$ cat config.mk
export PLATFORM = sky130hd
export DESIGN_NAME = sacc_top
export DESIGN_NICKNAME = d
export VERILOG_FILES = /design/src/design/sacc_pkg.sv /design/src/design/sacc_clkdiv.sv /design/src/design/sacc_top.sv
export SDC_FILE = /design/constraint.sdc
export NUM_CORES = 1
export LEC_CHECK = 0
export ABC_AREA = 1
export BUFFER_PORTS_ARGS = -buffer_cell sky130_fd_sc_hd__buf_2
export CAP_MARGIN = 25
export CORE_MARGIN = 3
export CORE_UTILIZATION = 50
export CTS_BUF_LIST = sky130_fd_sc_hd__clkbuf_4 sky130_fd_sc_hd__clkbuf_8
export DETAILED_ROUTE_END_ITERATION = 12
export PLACE_DENSITY = 0.86
export SLEW_MARGIN = 20
export SYNTH_ARGS = -nofsm -noshare
export SYNTH_HDL_FRONTEND = slang
export SYNTH_SLANG_ARGS = --single-unit
$ cat constraint.sdc
create_clock -name core_clk -period 2.5 [get_ports core_clk]
set_input_delay 0.125 -clock core_clk [delete_from_list [all_inputs] [get_ports core_clk]]
set_output_delay 0.125 -clock core_clk [all_outputs]
set_load 0.02 [all_outputs]
$ cat src/design/sacc_pkg.sv
// Package: register map, field layout, reset values, timing and carrier types for the ADC control
package sacc_pkg;

   // Register byte addresses (the printed offsets are not all multiples of four, so index*4)
   localparam logic [7:0]  IDX_CTRL_EXT   = 8'h8F;
   localparam logic [7:0]  IDX_CTRL       = 8'h93;
   localparam logic [7:0]  IDX_TIMING     = 8'h94;
   localparam logic [7:0]  IDX_PIN_CFG    = 8'h95;
   localparam logic [7:0]  IDX_RES_LOW    = 8'h96;
   localparam logic [7:0]  IDX_RES_HIGH   = 8'h97;
   localparam logic [9:0]  ADDR_CTRL_EXT  = {IDX_CTRL_EXT, 2'b00};
   localparam logic [9:0]  ADDR_CTRL      = {IDX_CTRL, 2'b00};
   localparam logic [9:0]  ADDR_TIMING    = {IDX_TIMING, 2'b00};
   localparam logic [9:0]  ADDR_PIN_CFG   = {IDX_PIN_CFG, 2'b00};
   localparam logic [9:0]  ADDR_RES_LOW   = {IDX_RES_LOW, 2'b00};
   localparam logic [9:0]  ADDR_RES_HIGH  = {IDX_RES_HIGH, 2'b00};
   // Byte address of the power mode register
   localparam logic [9:0]  ADDR_POWER     = 10'h280;

   // Control register field positions
   localparam int          CTRL_ENABLE_BIT = 7;
   localparam int          CTRL_FLAG_BIT   = 6;
   localparam int          CTRL_CMP_BIT    = 5;
   localparam int          CTRL_REF_BIT    = 4;
   localparam int          CTRL_ROUTE_LSB  = 1;
   localparam int          CTRL_GO_BIT     = 0;
   localparam int          EXT_INTREF_BIT  = 7;
   localparam int          TIM_DIV_LSB     = 5;
   localparam int          PIN_CFG_LSB     = 1;
   localparam int          POWER_IDLE_BIT  = 0;
   localparam int          POWER_DOWN_BIT  = 1;

   // Reset values
   localparam logic [7:0]  RST_REG8       = 8'h00;
   localparam logic [9:0]  RST_RESULT     = 10'h000;

   // Conversion timing in converter clock periods
   localparam logic [4:0]  CONV_BITS_TAD  = 5'h0C;
   localparam logic [4:0]  SAMPLE_MIN_TAD = 5'h02;
   localparam logic [4:0]  SAMPLE_MAX_TAD = 5'h0F;

   // Converter clock divider: system clocks per converter clock for each code
   localparam logic [5:0]  DIV_C0 = 6'h02;
   localparam logic [5:0]  DIV_C1 = 6'h04;
   localparam logic [5:0]  DIV_C2 = 6'h06;
   localparam logic [5:0]  DIV_C3 = 6'h08;
   localparam logic [5:0]  DIV_C4 = 6'h0C;
   localparam logic [5:0]  DIV_C5 = 6'h10;
   localparam logic [5:0]  DIV_C6 = 6'h18;
   localparam logic [5:0]  DIV_C7 = 6'h20;

   // Sequencer states
   typedef enum logic [1:0] {
      SQ_IDLE   = 2'b00,
      SQ_SAMPLE = 2'b01,
      SQ_CONV   = 2'b10
   } sacc_seq_e;

   // Analog core request bundle
   typedef struct packed {
      logic       powered;     // Analog core powered
      logic       ref_ext;     // Reference from external pin
      logic       intref_sel;  // Measure internal 1.03V reference
      logic [2:0] route;       // External channel code, 0 = none
      logic [6:0] pin_analog;  // Pins 7..1 set to analog
      logic       sample;      // Track/hold in sample phase
      logic       convert;     // Bit cycling phase
   } sacc_core_ctl_s;

endpackage

$ cat src/design/sacc_clkdiv.sv
// Converter clock divider: one-cycle enable pulse per converter clock period
`timescale 1ns/1ps
`default_nettype none
module sacc_clkdiv
   import sacc_pkg::*;
(
   // Clock and reset
   input  wire logic       core_clk,
   input  wire logic       rst_n,
   // Control
   input  wire logic       run,
   input  wire logic [2:0] div_code,
   // Enable out
   output logic            tick
);

   ////////////////////////////////////////////////////////////////////////////
   typedef struct packed {
      logic [5:0] cnt;   // Cycles into current period
   } sacc_div_s;

   sacc_div_s  st_r;   // State register
   sacc_div_s  st_nxt; // Next state
   logic [5:0] period; // Decoded period

   // Decode divider code to period length
   always_comb begin
      unique case (div_code)
         3'h0: period = DIV_C0;
         3'h1: period = DIV_C1;
         3'h2: period = DIV_C2;
         3'h3: period = DIV_C3;
         3'h4: period = DIV_C4;
         3'h5: period = DIV_C5;
         3'h6: period = DIV_C6;
         3'h7: period = DIV_C7;
      endcase
   end

   // Count while running, restart when stopped
   always_comb begin
      st_nxt = st_r;
      tick   = 1'b0;
      if (!run) begin
         st_nxt.cnt = 6'h00;
      end else if (st_r.cnt >= period - 6'h01) begin
         st_nxt.cnt = 6'h00;
         tick       = 1'b1; // RULE11
      end else begin
         st_nxt.cnt = st_r.cnt + 6'h01;
      end
   end

   // Register state
   always_ff @(posedge core_clk) begin
      if (!rst_n) begin
         st_r <= '0;
      end else begin
         st_r <= st_nxt;
      end
   end

endmodule
`default_nettype wire

$ cat src/design/sacc_top.sv
// SAR ADC control and digital compare with APB register access
// Overview of operation
// RULE1 - Writing go starts; normal done clears go
// RULE2 - Done loads result and sets flag
// RULE3 - Clearing go mid-conversion aborts it
// RULE4 - Compare sets flag only when input exceeds threshold
// RULE5 - Compare repeats while go set, never self-clears
// RULE6 - Flag set by hardware, cleared by software
// RULE7 - Enable bit gates conversion and compare
// RULE8 - Reference bit picks supply or external pin
// RULE9 - Route code 0 none, 1-7 channel
// RULE10 - Internal reference bit overrides external route
// RULE11 - Divider code sets converter clock period
// RULE12 - Sample time field plus one, clamped 2..15
// RULE13 - Conversion is 12 periods plus sample
// RULE14 - Result high holds 9:2, low 1:0
// RULE15 - Result pair is compare threshold
// RULE16 - Pin config bits make pins analog
// RULE17 - Runs in idle, disabled in power-down
// RULE18 - Software keeps converter period at least 1us
// RULE19 - Software conversion sequence
// RULE20 - Software compare sequence
// RULE21 - Result loads only on normal completion
//
// Design decision made here: the APB slave port.
`timescale 1ns/1ps
`default_nettype none
module sacc_top
   import sacc_pkg::*;
(
   // Clock and reset
   input  wire logic        core_clk,
   input  wire logic        rst_n,
   // APB slave
   input  wire logic        psel,
   input  wire logic        penable,
   input  wire logic        pwrite,
   input  wire logic [11:0] paddr,
   input  wire logic [31:0] pwdata,
   output logic             pready,
   output logic             pslverr,
   output logic [31:0]      prdata,
   // Analog core
   output sacc_core_ctl_s   core_ctl,
   input  wire logic [9:0]  core_data,
   // Interrupt request and wake
   output logic             conv_irq
);

   ////////////////////////////////////////////////////////////////////////////
   // State
   typedef struct packed {
      logic       module_enable;        // Converter enabled
      logic       conv_done_flag;       // Sticky event flag
      logic       compare_enable;       // Compare mode
      logic       reference_source_sel; // External reference
      logic [2:0] input_route_sel;      // Channel code
      logic       go;                   // Start/status
      logic       internal_ref_route;   // Internal 1.03V channel
      logic [2:0] conv_clock_div;       // Divider code
      logic [3:0] sample_time_sel;      // Sample field
      logic [6:0] pin_analog_select;    // Pin config
      logic [9:0] result;               // Result / threshold
      logic       idle_mode;            // CPU in idle
      logic       power_down;           // CPU in power-down
      sacc_seq_e  seq;                  // Sequencer state
      logic [4:0] tad_cnt;              // Converter periods in phase
      logic [31:0] rdata;               // Registered read data
      logic       err;                  // Registered error
   } sacc_state_s;

   sacc_state_s st_r;      // State register
   sacc_state_s st_nxt;    // Next state
   logic        tick;      // Converter clock enable
   logic        active;    // Converter may run
   logic        wr_en;     // APB write strobe
   logic        rd_en;     // APB read strobe
   logic [4:0]  sample_len; // Clamped sample time
   logic [7:0]  wb;        // Write byte

   ////////////////////////////////////////////////////////////////////////////
   // Converter clock divider
   sacc_clkdiv u_div (
      .core_clk (core_clk),
      .rst_n    (rst_n),
      .run      (st_r.seq != SQ_IDLE),
      .div_code (st_r.conv_clock_div),
      .tick     (tick)
   );

   ////////////////////////////////////////////////////////////////////////////
   // Bus strobes; zero wait states
   assign wr_en   = psel && penable && pwrite;
   assign rd_en   = psel && !penable && !pwrite;
   assign pready  = 1'b1;
   assign pslverr = st_r.err;
   assign prdata  = st_r.rdata;
   assign wb      = pwdata[7:0];

   // Enabled and not in power-down; idle keeps it running
   assign active = st_r.module_enable && !st_r.power_down; // RULE7 RULE17

   // Sample time field plus one, clamped
   always_comb begin
      sample_len = {1'b0, st_r.sample_time_sel} + 5'h01; // RULE12
      if (sample_len < SAMPLE_MIN_TAD) begin
         sample_len = SAMPLE_MIN_TAD; // RULE12
      end else if (sample_len > SAMPLE_MAX_TAD) begin
         sample_len = SAMPLE_MAX_TAD; // RULE12
      end
   end

   ////////////////////////////////////////////////////////////////////////////
   // Next-state logic: registers, then sequencer (hardware sets win)
   always_comb begin
      st_nxt = st_r;
      // Read data captured in setup phase, shown in access phase
      if (rd_en) begin
         st_nxt.err = 1'b0;
         unique case (paddr[9:0])
            ADDR_CTRL_EXT: st_nxt.rdata = {24'h0, st_r.internal_ref_route, 7'h00};
            ADDR_CTRL:     st_nxt.rdata = {24'h0, st_r.module_enable, st_r.conv_done_flag,
                                           st_r.compare_enable, st_r.reference_source_sel,
                                           st_r.input_route_sel, st_r.go};
            ADDR_TIMING:   st_nxt.rdata = {24'h0, st_r.conv_clock_div, 1'b0,
                                           st_r.sample_time_sel};
            ADDR_PIN_CFG:  st_nxt.rdata = {24'h0, st_r.pin_analog_select, 1'b0};
            ADDR_RES_LOW:  st_nxt.rdata = {30'h0, st_r.result[1:0]}; // RULE14
            ADDR_RES_HIGH: st_nxt.rdata = {24'h0, st_r.result[9:2]}; // RULE14
            ADDR_POWER:    st_nxt.rdata = {30'h0, st_r.power_down, st_r.idle_mode};
            default: begin
               st_nxt.rdata = 32'h0000_0000;
               st_nxt.err   = 1'b1;
            end
         endcase
      end else if (psel && !penable && pwrite) begin
         st_nxt.err = !(paddr[9:0] inside {ADDR_CTRL_EXT, ADDR_CTRL, ADDR_TIMING,
                                           ADDR_PIN_CFG, ADDR_RES_LOW, ADDR_RES_HIGH,
                                           ADDR_POWER}) || (paddr[11:10] != 2'b00);
      end
      // Upper address bits set: refuse, and show zero data like any unmapped read
      if (psel && !penable && (paddr[11:10] != 2'b00)) begin
         st_nxt.err   = 1'b1;
         st_nxt.rdata = 32'h0000_0000;
      end

      // Register writes
      if (wr_en && !st_r.err) begin
         unique case (paddr[9:0])
            ADDR_CTRL_EXT: st_nxt.internal_ref_route = wb[EXT_INTREF_BIT];
            ADDR_CTRL: begin
               st_nxt.module_enable        = wb[CTRL_ENABLE_BIT];
               st_nxt.conv_done_flag       = wb[CTRL_FLAG_BIT]; // RULE6
               st_nxt.compare_enable       = wb[CTRL_CMP_BIT];
               st_nxt.reference_source_sel = wb[CTRL_REF_BIT];
               st_nxt.input_route_sel      = wb[CTRL_ROUTE_LSB +: 3];
               st_nxt.go                   = wb[CTRL_GO_BIT]; // RULE1 RULE3 RULE5
            end
            ADDR_TIMING: begin
               st_nxt.conv_clock_div  = wb[TIM_DIV_LSB +: 3];
               st_nxt.sample_time_sel = wb[3:0];
            end
            ADDR_PIN_CFG:  st_nxt.pin_analog_select = wb[PIN_CFG_LSB +: 7];
            ADDR_RES_LOW:  st_nxt.result[1:0] = wb[1:0]; // RULE14 RULE15
            ADDR_RES_HIGH: st_nxt.result[9:2] = wb; // RULE14 RULE15
            ADDR_POWER: begin
               st_nxt.idle_mode  = wb[POWER_IDLE_BIT];
               st_nxt.power_down = wb[POWER_DOWN_BIT];
            end
            default: st_nxt.go = st_nxt.go;
         endcase
      end

      // Sequencer
      unique case (st_r.seq)
         SQ_IDLE: begin
            st_nxt.tad_cnt = 5'h00;
            if (st_r.go && active) begin
               st_nxt.seq = SQ_SAMPLE;
            end
         end
         SQ_SAMPLE: begin
            if (!st_nxt.go || !active) begin
               st_nxt.seq = SQ_IDLE; // RULE3 RULE7
            end else if (tick) begin
               if (st_r.tad_cnt == sample_len - 5'h01) begin
                  st_nxt.tad_cnt = 5'h00;
                  st_nxt.seq     = SQ_CONV; // RULE13
               end else begin
                  st_nxt.tad_cnt = st_r.tad_cnt + 5'h01;
               end
            end
         end
         SQ_CONV: begin
            if (!st_nxt.go || !active) begin
               st_nxt.seq = SQ_IDLE; // RULE3 RULE21
            end else if (tick) begin
               if (st_r.tad_cnt == CONV_BITS_TAD - 5'h01) begin // RULE13
                  st_nxt.tad_cnt = 5'h00;
                  if (st_r.compare_enable) begin
                     // Compare mode: re-sample, keep go and result
                     st_nxt.seq = SQ_SAMPLE; // RULE5 RULE21
                     if (core_data > st_r.result) begin
                        st_nxt.conv_done_flag = 1'b1; // RULE4 RULE15 RULE6
                     end
                  end else begin
                     st_nxt.seq            = SQ_IDLE;
                     st_nxt.go             = 1'b0; // RULE1
                     st_nxt.result         = core_data; // RULE2 RULE21
                     st_nxt.conv_done_flag = 1'b1; // RULE2 RULE6
                  end
               end else begin
                  st_nxt.tad_cnt = st_r.tad_cnt + 5'h01;
               end
            end
         end
         default: st_nxt.seq = SQ_IDLE;
      endcase
   end

   ////////////////////////////////////////////////////////////////////////////
   // Register state
   always_ff @(posedge core_clk) begin
      if (!rst_n) begin
         st_r        <= '0;
         st_r.result <= RST_RESULT;
         st_r.seq    <= SQ_IDLE;
      end else begin
         st_r <= st_nxt;
      end
   end

   ////////////////////////////////////////////////////////////////////////////
   // Analog core controls
   always_comb begin
      core_ctl.powered    = active; // RULE7 RULE17
      core_ctl.ref_ext    = st_r.reference_source_sel; // RULE8
      core_ctl.intref_sel = st_r.internal_ref_route; // RULE10
      // Route nothing when internal ref is chosen; channel 3 lost to reference pin
      if (st_r.internal_ref_route ||
          (st_r.reference_source_sel && st_r.input_route_sel == 3'h3)) begin
         core_ctl.route = 3'h0; // RULE10 RULE8
      end else begin
         core_ctl.route = st_r.input_route_sel; // RULE9
      end
      core_ctl.pin_analog = st_r.pin_analog_select; // RULE16
      core_ctl.sample     = st_r.seq == SQ_SAMPLE;
      core_ctl.convert    = st_r.seq == SQ_CONV;
   end

   // Flag drives interrupt and idle wake
   assign conv_irq = st_r.conv_done_flag; // RULE17

endmodule
`default_nettype wire

* Word level (Yosys, flattened, before mapping)
Memories as Yosys holds them, arrays and structs flattened. A register that Yosys moved wholly into a read port is not among the register bits.
Cells that the tools add are included.
W data, S select, Z words.
** Word-level totals
- Bits in registers :: 81
- Bits in read-only memories :: 40
- Output and inout bits :: 50
- Logic and storage cells :: 138
- Memories :: 1
** Cells by class
- Add/sub/neg operators :: 5
- Magnitude comparators :: 4
- Equal/unequal tests :: 21
- Multiplexer cells :: 51
- Bitwise logic cells :: 2
- Reduce and logical (&&, ||, !) cells :: 36
** Memories
- (no name shown) :: words 8, bits a word 5, rd ports 1, clocked after Yosys merged registers in 1, wr ports 0, line sacc_clkdiv.sv:28 : unique case (div_code)
** Operators with widths (count)
- $eq A10 B10 Y1 const B :: 7
- $pmux W8 S7 :: 1
- $mux W10 :: 5
- $mux W34 :: 1
- $mux W5 :: 6
- $mux W7 :: 4
- $mux W1 :: 20
- $pmux W5 S3 :: 1
- $mux W2 :: 7
- $ne A3 B1 Y1 const B :: 4
- $gt A10 B10 Y1 :: 1
- $logic_and A1 B1 Y1 :: 10
- $reduce_and A2 Y1 :: 5
- $reduce_and A5 Y1 :: 2
- $mux W3 :: 3
- $mux W8 :: 1
- $logic_not A1 Y1 :: 7
- $reduce_bool A7 Y1 :: 1
- $reduce_or A7 Y1 :: 1
- $add A6 B1 Y6 const B :: 1
- $ge A6 B6 Y1 :: 1
- $mux W6 :: 1
- $ne A2 B2 Y1 const B :: 3
- $pmux W2 S3 :: 1
- other kinds (19) :: 25

* Depth between registers and ports, before layout
Gate-level depths: netlist (run 1).
- Depth in word-level cells :: 10
- Mapped depth :: 20
- Gate-level depth less buffers :: 20

* Modules after synthesis
A second synthesis (run 1) with hierarchy kept.
** Unflattened totals
- Cell total of the unflattened synthesis :: 596
- Area total of the unflattened synthesis :: 4043.9 um2
** Modules (own cells, without submodules)
- sacc_top :: instances 1, cells an instance 530, area each 3564.7 um2
- sacc_clkdiv :: instances 1, cells an instance 66, area each 479.2 um2

* Worst setup path after synthesis (run 1)
No wires, ideal clock.
- Path type :: register to register
- From :: register u_div.period[1] (netlist name)
- To :: register st_r[42] (netlist bit)
- Library setup time :: 0.070 ns
- Arrival time :: 2.133 ns
- Required time :: 2.430 ns
- Slack :: 0.297 ns
- Cell stages (with the launch flop) :: 15
- Path buffers :: 1
- Cell sequence :: dfxtp_1 -> inv_1 -> ha_1 -> nand2_1 -> xor2_1 -> ha_1 -> nand2_1 -> o21ai_0 -> nor2_1 -> nor2_1 -> nand4_1 -> nor2_1 -> buf_2 -> o21ai_0 -> a21oi_1
** Between the ends
- Longest elaborated chain between the ends :: 7
** RTL lines
- $sub A6 B1 Y6 :: line sacc_clkdiv.sv:46 : end else if (st_r.cnt >= period - 6'h01) begin
- $ge A6 B6 Y1 :: line sacc_clkdiv.sv:46
- $mux W1 :: line sacc_clkdiv.sv:46
- $mux W1 :: line sacc_clkdiv.sv:44 : if (!run) begin
- $mux W10 :: line sacc_top.sv:197 : end else if (tick) begin
- $mux W10 :: line sacc_top.sv:195 : if (!st_nxt.go || !active) begin
- $mux W10 :: line sacc_top.sv:175 : unique case (st_r.seq)
- end signal, assigned :: line sacc_top.sv:229 : st_r <= st_nxt;
- end, declared :: line sacc_top.sv:72 : sacc_state_s st_r;
No other way between the ends.
A chain may end at the register's enable or synchronous reset.

* Worst setup path after layout (run 1)
- From :: register u_div.period[2] (netlist name)
- To :: register st_r[38] (netlist bit)
** Between the ends
- Longest elaborated chain between the ends :: 6
- Elaborated cells on any way between the ends :: 7
- Classes of those cells :: 1 x add/sub; 1 x order compare; 2 x eq/ne; 2 x mux; 1 x reduce/logical
** RTL lines (line)
- $sub A6 B1 Y6 * :: sacc_clkdiv.sv:46
- $ge A6 B6 Y1 * :: sacc_clkdiv.sv:46
- $mux W1 * :: sacc_clkdiv.sv:46
- $mux W1 * :: sacc_clkdiv.sv:44
- $ne A3 B1 Y1 (no source line)
- $reduce_and A5 Y1 (no source line) *
Mark *: on every way between the ends. The rest lies on a longest branch, timed or not.

==> results of run 1 <==
==> tightest hold or removal path: stages <==
cell                     delay [ns]
sky130_fd_sc_hd__buf_2         0.09
sky130_fd_sc_hd__nor2_1        0.04
sky130_fd_sc_hd__nor2_1        0.08
==> kinds of logic (layout without fill, tap and decap cells) <==
kind of cell,Yosys count,count (layout),share of synthesized area
AOI/OAI and AO/OA,127,127,0.172
buffers and inverters,151,182,0.179
DFF,62,62,0.302
other,2,25,0.00183
xor gates and xnor gates,9,9,0.0192
and+or+nand+nor,222,222,0.243
adders and majority gates,27,27,0.0823
==> cell usage after synthesis (all sizes together) <==
cell    number
nand2       99
inv         97
nor2        64
dfxtp       62
o21ai       54
a21oi       46
buf         45
nand3       37
ha          27
nand4       14
o22ai       13
clkbuf       8
xor2         6
nor3         5
o211ai       4
o31ai        3
xnor2        3
conb         2
nor3b        2
o221ai       2
a211oi       1
a311oi       1
a31oi        1
clkinv       1
nor4         1
o21a         1
o311ai       1
==> power by group through the flow <==
stage	logic, mW	registers, mW	clock network (mW)
2_1_floorplan	0.462	1.06	0
5_1_grt	0.718	1.05	0.810
6_report	0.636	1.05	0.752
3_5_place_dp	0.582	1.07	0
4_1_cts	0.594	1.05	0.766
3_3_place_gp	0.560	1.07	0
==> what timing repair did <==
action | in CTS | in global routing
hold buffers | 0 | 0
endpoints found under the setup margin | 4 | 17
buffers inserted | 0 | 4
resized for setup | 1 | 21
pin swaps | 0 | 3
==> through the flow <==
step | setup TNS [ns] | setup slack, ns
after floorplan | 0 | 0.297
after global placement | 0 | 0.0671
after detailed placement | -0.00729 | -0.00729
after CTS | 0 | 0.0476
after global routing | -0.00806 | -0.00806
final | 0 | 0.164
==> layout make-up <==
class,instances,area (um^2),area share
well taps,102,128,0.0281
flip-flops and latches,62,1240,0.274
multi-input cells,410,2270,0.500
clock buffers,13,154,0.0338
repair buffers,69,370,0.0815
inverters,98,368,0.0809
clock inverters,2,10.0,0.00220
==> flip-flops by register name, indices dropped and copies added, names as in the netlist <==
register	cells
u_div.st_r	6
core_ctl	9
u_div.period	5
prdata	8
pslverr	1
conv_irq	1
st_r	32
==> metal layers <==
layer	wire (um)	global-route usage	up-vias
met5	0	0	-
met4	195	0.0864	0
met3	831	0.0346	15
met2	4830	0.339	166
met1	4420	0.291	1839
li1	-	-	1993
==> worst min-delay path by stage <==
| stage | startpoint | end | slack (ns) | cells after the start |
|---|---|---|---|---|
| global placement | core_data[8] | st_r[50]$_SDFF_PN0_ | 0.38 | 3 |
| floorplan | core_data[2] | st_r[44]$_SDFF_PN0_ | 0.26 | 2 |
| finish | core_data[7] | st_r[49]$_SDFF_PN0_ | 0.03 | 3 |
| CTS | core_data[2] | st_r[44]$_SDFF_PN0_ | 0.03 | 3 |
| detailed placement | core_data[2] | st_r[44]$_SDFF_PN0_ | 0.38 | 3 |
| global route | core_data[2] | st_r[44]$_SDFF_PN0_ | 0.04 | 3 |
==> results.md, run 1 <==
Outcome:
- The flow ran to the end, and the final reports show no timing, DRC or antenna violations.

Logic synthesis:
- The Yosys step of the flow raised 0 warnings.
- The number of library cell types mapped by synthesis is 37.
- Counting flops and latches in the post-synthesis netlist gives 62.
- Yosys attributes the largest share of cell area to sky130_fd_sc_hd__dfxtp_1 30%, sky130_fd_sc_hd__inv_1 8.6%, sky130_fd_sc_hd__nand2_1 8.5%, sky130_fd_sc_hd__ha_1 8.2%, sky130_fd_sc_hd__buf_4 7.9%.
- The synthesized area is roughly 4000 um^2.
- The fraction of post-synthesis cell area in the top cell type by area is 0.302.
- The synthesized instance count is 600.
- The biggest area contributor in the post-synthesis netlist is sky130_fd_sc_hd__dfxtp_1.
- The share of the Yosys chip area taken by registers is 0.302.
- The synthesized area divided by synthesized cell count is 6.84 um^2.

Route:
- The number of detailed-routing iterations run before antenna repair is 5.
- The ratio of routed vias to standard cells is 5.31.
- The first routing iteration left 333 violations.
- The overall via count from detail_route is 4013.
- The routed length per instance is roughly 14 um.
- The residual antenna-violating net count after detailed routing is 0.
- The total wire length is roughly 10 mm.
- The remaining design rule violation count is 0.

Layout:
- At the end of the flow, the number of nets in the layout was ~740.
- The layout cell share with drive strength beyond 1 is 0.185.
- The layout overhead on the synthesized area is 10.7%.
- The antenna diode count is 0.
- The count of cells in the finished layout, fillers not included, comes to 756.
- Summing all non-filler instances in the final layout gives an area of 4550 um^2.
- The post-route core utilization is 0.579.
- The library cell used most frequently in the layout, excluding fill and tap cells, is sky130_fd_sc_hd__inv_1.
- The count of fill cells added during filler insertion is between 700 and 800.
- In the layout the commonest cells are 94 x sky130_fd_sc_hd__inv_1, 87 x sky130_fd_sc_hd__nand2_1, 60 x sky130_fd_sc_hd__dfxtp_1.

Critical path:
- For the worst flop-to-flop path, the logic depth is 16.
- The source of the worst register-to-register timing path is u_div.period[2]$_DFF_P_.
- The worst setup path startpoint is u_div.period[2]$_DFF_P_.
- The element type at the critical path start is a flip-flop.
- On the worst path, the slowest cell contributes a delay of roughly 0.35 ns.
- The number of cells on the critical path is 16.
- The kind of cell with the highest combined delay on the critical path is simple AND/OR/NAND/NOR gates.
- In this run the critical register-to-register path is captured at st_r[38]$_SDFFE_PN0P_.
- Together, buffers and inverters on the worst path number 2.
- The critical path is of the reg -> reg type.
- The setup slack on the worst flop-to-flop path is roughly 0.16 ns.
- The required time of the critical path is 2.73 ns.
- Traced cell by cell, the critical path runs through inv_1 > ha_1 > nand2_1 > xor2_1 > ha_1 > a21oi_1 > o21ai_1 > nor2_2 > nor2_4 > buf_4 > nor3_2 > nor2_1 > nand2_1 > nand2_1 > nand2_1 > nor2_1.
- Of all nets on the critical path, the largest fanout is 5.
- In this design, the critical path's most frequently occurring cell is sky130_fd_sc_hd__nand2_1.
- Among all stages on the critical path, the largest delay is contributed by sky130_fd_sc_hd__dfxtp_1.
- The end of the critical path is st_r[38]$_SDFFE_PN0P_.
- For the worst setup path, the data arrival time is 2.57 ns.
- The worst setup path is captured at a flip-flop.

Floorplan:
- The initial cell density of the core is 0.523.
- The core outline area is around 7800 um^2.
- The number of core rows is 32.
- For this design the top-level I/O count stands at around 110.
- The vertical die dimension is 96.6 um.
- Measured along the x axis, the die boundary spans 96.6 um.
- The floorplan step defined a die boundary enclosing approximately 9300 um^2.

Global routing:
- The via count of the first global-routing pass is 3670.
- The global-route wire length before repair is between 15 and 20 mm.
- The initial antenna violation count is 0.
- After global routing the overflow that remains totals 0.
- The total global-route track usage is 0.214.
- The largest net degree at the start of global routing is 24.

Pwr:
- The total internal power is 1.61 mW.
- The worst voltage drop across the vdd grid is 0.380 mV.
- The share of total power dissipated in combinational logic is 0.261.
- The areal power density over the cells is ~540 nW/um^2.
- The register share of total power is 0.430.
- The switching fraction of total power is 0.339.
- The post-layout total power is approximately 2.4 mW.
- For this design the total switching power over the nets is 0.826 mW.
- The clock group share of total power is 0.309.
- The analysis attributes to cell leakage a power of approximately 2.1 nW.

Timing:
- The number of slew-limit violations in the final report is 0.
- In the finished design, the share of the clock period the worst path needs comes to 0.935.
- For this run, the top clock speed supported by timing is approximately 430 MHz.
- The maximum clock skew at final layout is 0.00766 ns.
- The clock period could shrink to 2.34 ns.
- The slew at the pin closest to its max-slew limit is between 0.6 and 0.7 ns.
- The final-report hold violation count was 0.
- In this run the tightest slew margin relative to its limit is 0.569.
- The tightest hold path in the finished design has a slack of 0.0344 ns.
- Setup violations remaining at the end of the flow were counted as 0.

Placement:
- The global placement routability congestion is 0.934.
- The count of input and output buffers is 59.
- Summing all placed instances gives a cell area of 4290 um^2.
- The number of placed instances with taps included is 737.
- Detailed placement ended at an HPWL of 8.05 mm.

Clock network:
- TritonCTS built the clock tree.
- The maximum level of the CTS H-tree is 3.
- The longest clock path from root to sink contains 2 buffers.
- The tree is rooted in a sky130_fd_sc_hd__clkbuf_8.
- The number of buffers created by CTS is 9.
- After clock tree synthesis, the clock-pin slew on the worst setup and hold paths is ~0.070 ns.
- For the worst-skew pair, the clock arrives at the later sink with an insertion delay of between 0.3 and 0.4 ns.
- The clock net in this run drives a total of 62 sinks.

Worst hold path:
- The tightest min-delay check is of the in -> reg type.

Flow run:
- The count of maximum capacitance violations is 0.
No activity file was read; power rests on OpenSTA's default activity.
==> inputs of run 2 (changes only) <==
- PLACE_DENSITY: 0.86 -> 0.89
- SLEW_MARGIN: 20 -> default
- clock period: 2.5 -> 1.99 ns (I/O delays scaled with it)
==> run 2 against run 1 <==
- the flow now finishes with violations (negative setup slack)
- global-route usage rose by 1.7 points
- flip-flop and latch count did not move
- sequential share of layout area fell by 1.9 points
- via count rose by 6.5%
- core utilization rose by 4.5 points
- die area did not move
- count of clock-buffer cells in the layout fell by 1
- register-to-register slack got worse by 0.46 ns
- critical endpoint is now st_r[37]$_SDFFE_PN0P_
- largest cell class unchanged
==> results.md, run 2 (synthesized netlist as in run 1, its figures left out) <==
Critical path:
- The element type at the critical path end is a flip-flop.
- The end of the critical path is st_r[37]$_SDFFE_PN0P_.
- The setup slack on the worst flop-to-flop path came to -0.29 ns (-0.46 ns).
- The element type at the critical path start is a flip-flop.
- The highest net fanout along the worst path is 6 (+1).
- In this run the worst setup path begins at u_div.period[2]$_DFF_P_.
- The data arrival time of the critical path is 2.56 ns (about the same).
- The required time of the critical path is 2.27 ns (-0.46 ns).
- The source of the worst register-to-register timing path is u_div.period[2]$_DFF_P_.
- The length in cells of the worst reg-to-reg path is 16 (unchanged).
- The critical path is of the reg -> reg type.
- The endpoint identified for the worst register-to-register timing path is st_r[37]$_SDFFE_PN0P_.

Global routing:
- The global-route met1 utilization is 0.288 (-0.00282).
- The total global-route track usage is 0.231 (+0.0165).
- The most crowded layer after global routing is met2.
- The total global routing overflow came to 0 (unchanged).
- The via count of the first global-routing pass was 3985 (+8.6%).
- The global-route met2 utilization is 0.384 (+0.0451).
- The largest net degree at the start of global routing was 36 (+50%).
- The initial antenna violation count is 0 (unchanged).
- The global-route wire length before repair is 18.0 mm (+8.0%).
- The met3 usage is 0.0418 (+0.00721).

Floorplan:
- The number of primary I/O pins is 109 (unchanged).
- The core outline area is 7850 um^2 (unchanged).
- The chip width is 96.6 um (unchanged).
- The number of core rows came to 32 (unchanged).
- The vertical die dimension came to 96.6 um (unchanged).
- The full die area was 9340 um^2 (unchanged).
- The initial cell density of the core is 0.523 (unchanged).

Layout:
- The number of nets in the final layout is 759 (+3.1%).
- The cell area after layout is 4900 um^2 (+7.7%).
- The count of fill cells added during filler insertion came to 680 (-7.5%).
- The area taken by flip-flops and latches is 1250 um^2 (+0.40%).
- The number of flip-flops under the largest register name came to 32 (unchanged).
- The post-route core utilization is 0.624 (+0.0446).
- The library cell used most frequently in the layout, excluding fill and tap cells, is sky130_fd_sc_hd__inv_1.
- The antenna diode count is 0 (unchanged).
- The multi-input combinational cell area is 2390 um^2 (+5.2%).
- The top register by number of flip-flops is st_r.
- Relative to the synthesized area, the layout overhead comes to 19.3%.
- The top cell types in the final layout, fill and taps aside, are 90 x sky130_fd_sc_hd__inv_1, 88 x sky130_fd_sc_hd__nand2_1, 59 x sky130_fd_sc_hd__buf_2.
- The layout cell share with drive strength beyond 1 is 0.243 (+0.0583).

Timing:
- The minimum period implied by the final worst setup slack is 2.28 ns (-0.0526 ns).
- Setup repair after global routing could not meet its margin everywhere.
- The slew at the pin closest to its max-slew limit was 0.550 ns (-0.0900 ns).
- The tightest slew margin relative to the limit came to 0.632 (+0.0626).
- The setup violation total in the final timing report is 20 (+20).
- The maximum clock rate is 438 MHz (+2.3%).
- The maximum clock skew at final layout is 0.00931 ns (+0.00165 ns).
- The final-report hold violation count came to 0 (unchanged).
- The number of slew-limit violations in the final report is 0 (unchanged).
- The setup slack of the critical path after layout came to -0.294 ns (-0.457 ns).
- The post-route clock period utilization is 1.15 (+0.213).

Route:
- The ratio of routed vias to standard cells is 5.48 (+3.2%).
- The remaining design rule violation count is 0 (unchanged).
- The number of DRC violations after detailed-routing iteration 0 is 381 (+14%).
- The residual antenna-violating net count after detailed routing is 0 (unchanged).
- The routed length per instance is 14.4 um (+5.9%).
- The overall via count from detail_route came to 4274 (+6.5%).
- The total wire length is 11.2 mm (+9.2%).
- The number of detailed-routing iterations run before antenna repair was 7 (+2).

Flow run:
- The count of maximum capacitance violations was 0 (unchanged).

Clock network:
- The worst-case clock buffer depth is 2 (unchanged).
- The maximum level of the CTS H-tree is 3 (unchanged).
- The clock-pin slew reported for the worst setup and hold paths after clock tree synthesis was 0.07 ns (about the same).
- The clock latency reported for the late side of the worst-skew pair was 0.35 ns (+0.02 ns).
- The TritonCTS sink count is 62 (unchanged).
- The clock tree from TritonCTS is done.
- The number of buffers created by CTS is 9 (unchanged).
- The quantity of hold-fixing buffers added after cts is 0 (unchanged).
- The clock root buffer is sky130_fd_sc_hd__clkbuf_8.

Worst hold path:
- In this run the worst hold path is classified as in -> reg.
- The hold-critical path depth is 3 (unchanged).

Placement:
- The post-place instance area was 4520 um^2 (+5.2%).
- The detailed placer's ending HPWL came to 8.25 mm (+2.5%).
- The minimum setup slack after placement is -0.372 ns (-0.364 ns).
- The count of input and output buffers is 59 (unchanged).
- The global placement routability congestion is 0.972 (+4.0%).

Outcome:
- The final reports fail on negative setup slack.
- The flow ran to the end, but the final reports show violations.

Pwr:
- The leakage power of the design is 2.26 nW (+7.6%).
- The worst voltage drop across the vdd grid is 0.389 mV (+2.2%).
- The areal power density over the cells was 694 nW/um^2 (+29%).
run 2: worst min-delay path by stage:
stage,start,end,slack (ns)
floorplan,core_data[2],st_r[44]$_SDFF_PN0_,0.23
global placement,core_data[3],st_r[45]$_SDFF_PN0_,0.35
detailed placement,core_data[4],st_r[46]$_SDFF_PN0_,0.36
CTS,core_data[4],st_r[46]$_SDFF_PN0_,0.01
global route,core_data[4],st_r[46]$_SDFF_PN0_,0.04
finish,core_data[7],st_r[49]$_SDFF_PN0_,0.01
run 2: cell type report:
cell class              instances  area share
multi-input cells             410       0.489
repair buffers                 92       0.113
well taps                     102      0.0261
clock inverters                 4     0.00920
flip-flops and latches         62       0.255
inverters                      98      0.0756
clock buffers                  12      0.0324
run 2: through the flow:
step                      setup TNS [ns]  instances  total power, mW  hold WS [ns]
after floorplan                   -0.569        623             1.94         0.234
after global placement             -3.08        756             2.07         0.348
after detailed placement           -5.30        756             2.10         0.363
after CTS                          -3.89        775             3.28        0.0104
after global routing               -7.28        780             3.55        0.0368
final                              -4.39        780             3.40        0.0106
run 2: worst max-delay path, cell delays in order, from the launching register on:
cell and delay (ns):
sky130_fd_sc_hd__dfxtp_2 0.33, sky130_fd_sc_hd__inv_2 0.06, sky130_fd_sc_hd__ha_4 0.14, sky130_fd_sc_hd__nand2_2 0.05, sky130_fd_sc_hd__xor2_1 0.14, sky130_fd_sc_hd__ha_1 0.33, sky130_fd_sc_hd__a21oi_1 0.19, sky130_fd_sc_hd__o21ai_2 0.10
sky130_fd_sc_hd__nor2_4 0.16, sky130_fd_sc_hd__nor2_4 0.05, sky130_fd_sc_hd__buf_6 0.12, sky130_fd_sc_hd__nand3_2 0.06, sky130_fd_sc_hd__nand2_2 0.07, sky130_fd_sc_hd__nand2_4 0.10, sky130_fd_sc_hd__buf_4 0.13, sky130_fd_sc_hd__nand2_1 0.06
sky130_fd_sc_hd__a21oi_2 0.13
run 2: per-layer routing:
metal	up-vias	part of all wire	routed length [um]
met5	-	0	0
met4	0	0.029	327
met3	36	0.090	1020
met2	242	0.49	5450
met1	1964	0.40	4440
li1	2032	-	-
run 2: power by group:
part	internal (mW)	switching [mW]	total (mW)	leakage (nW)
registers	1.28	0.0397	1.32	0.501
clock network	0.654	0.498	1.15	0.110
logic	0.308	0.619	0.927	1.65
total	2.24	1.16	3.40	2.26
run 2: repair_timing:
action / 4_1_cts / 5_1_grt
pin swaps: 10 / 9
setup buffers: 2 / 5
setup endpoints to repair: 24 / 28
cloned: 1 / 0
resized for setup: 20 / 10
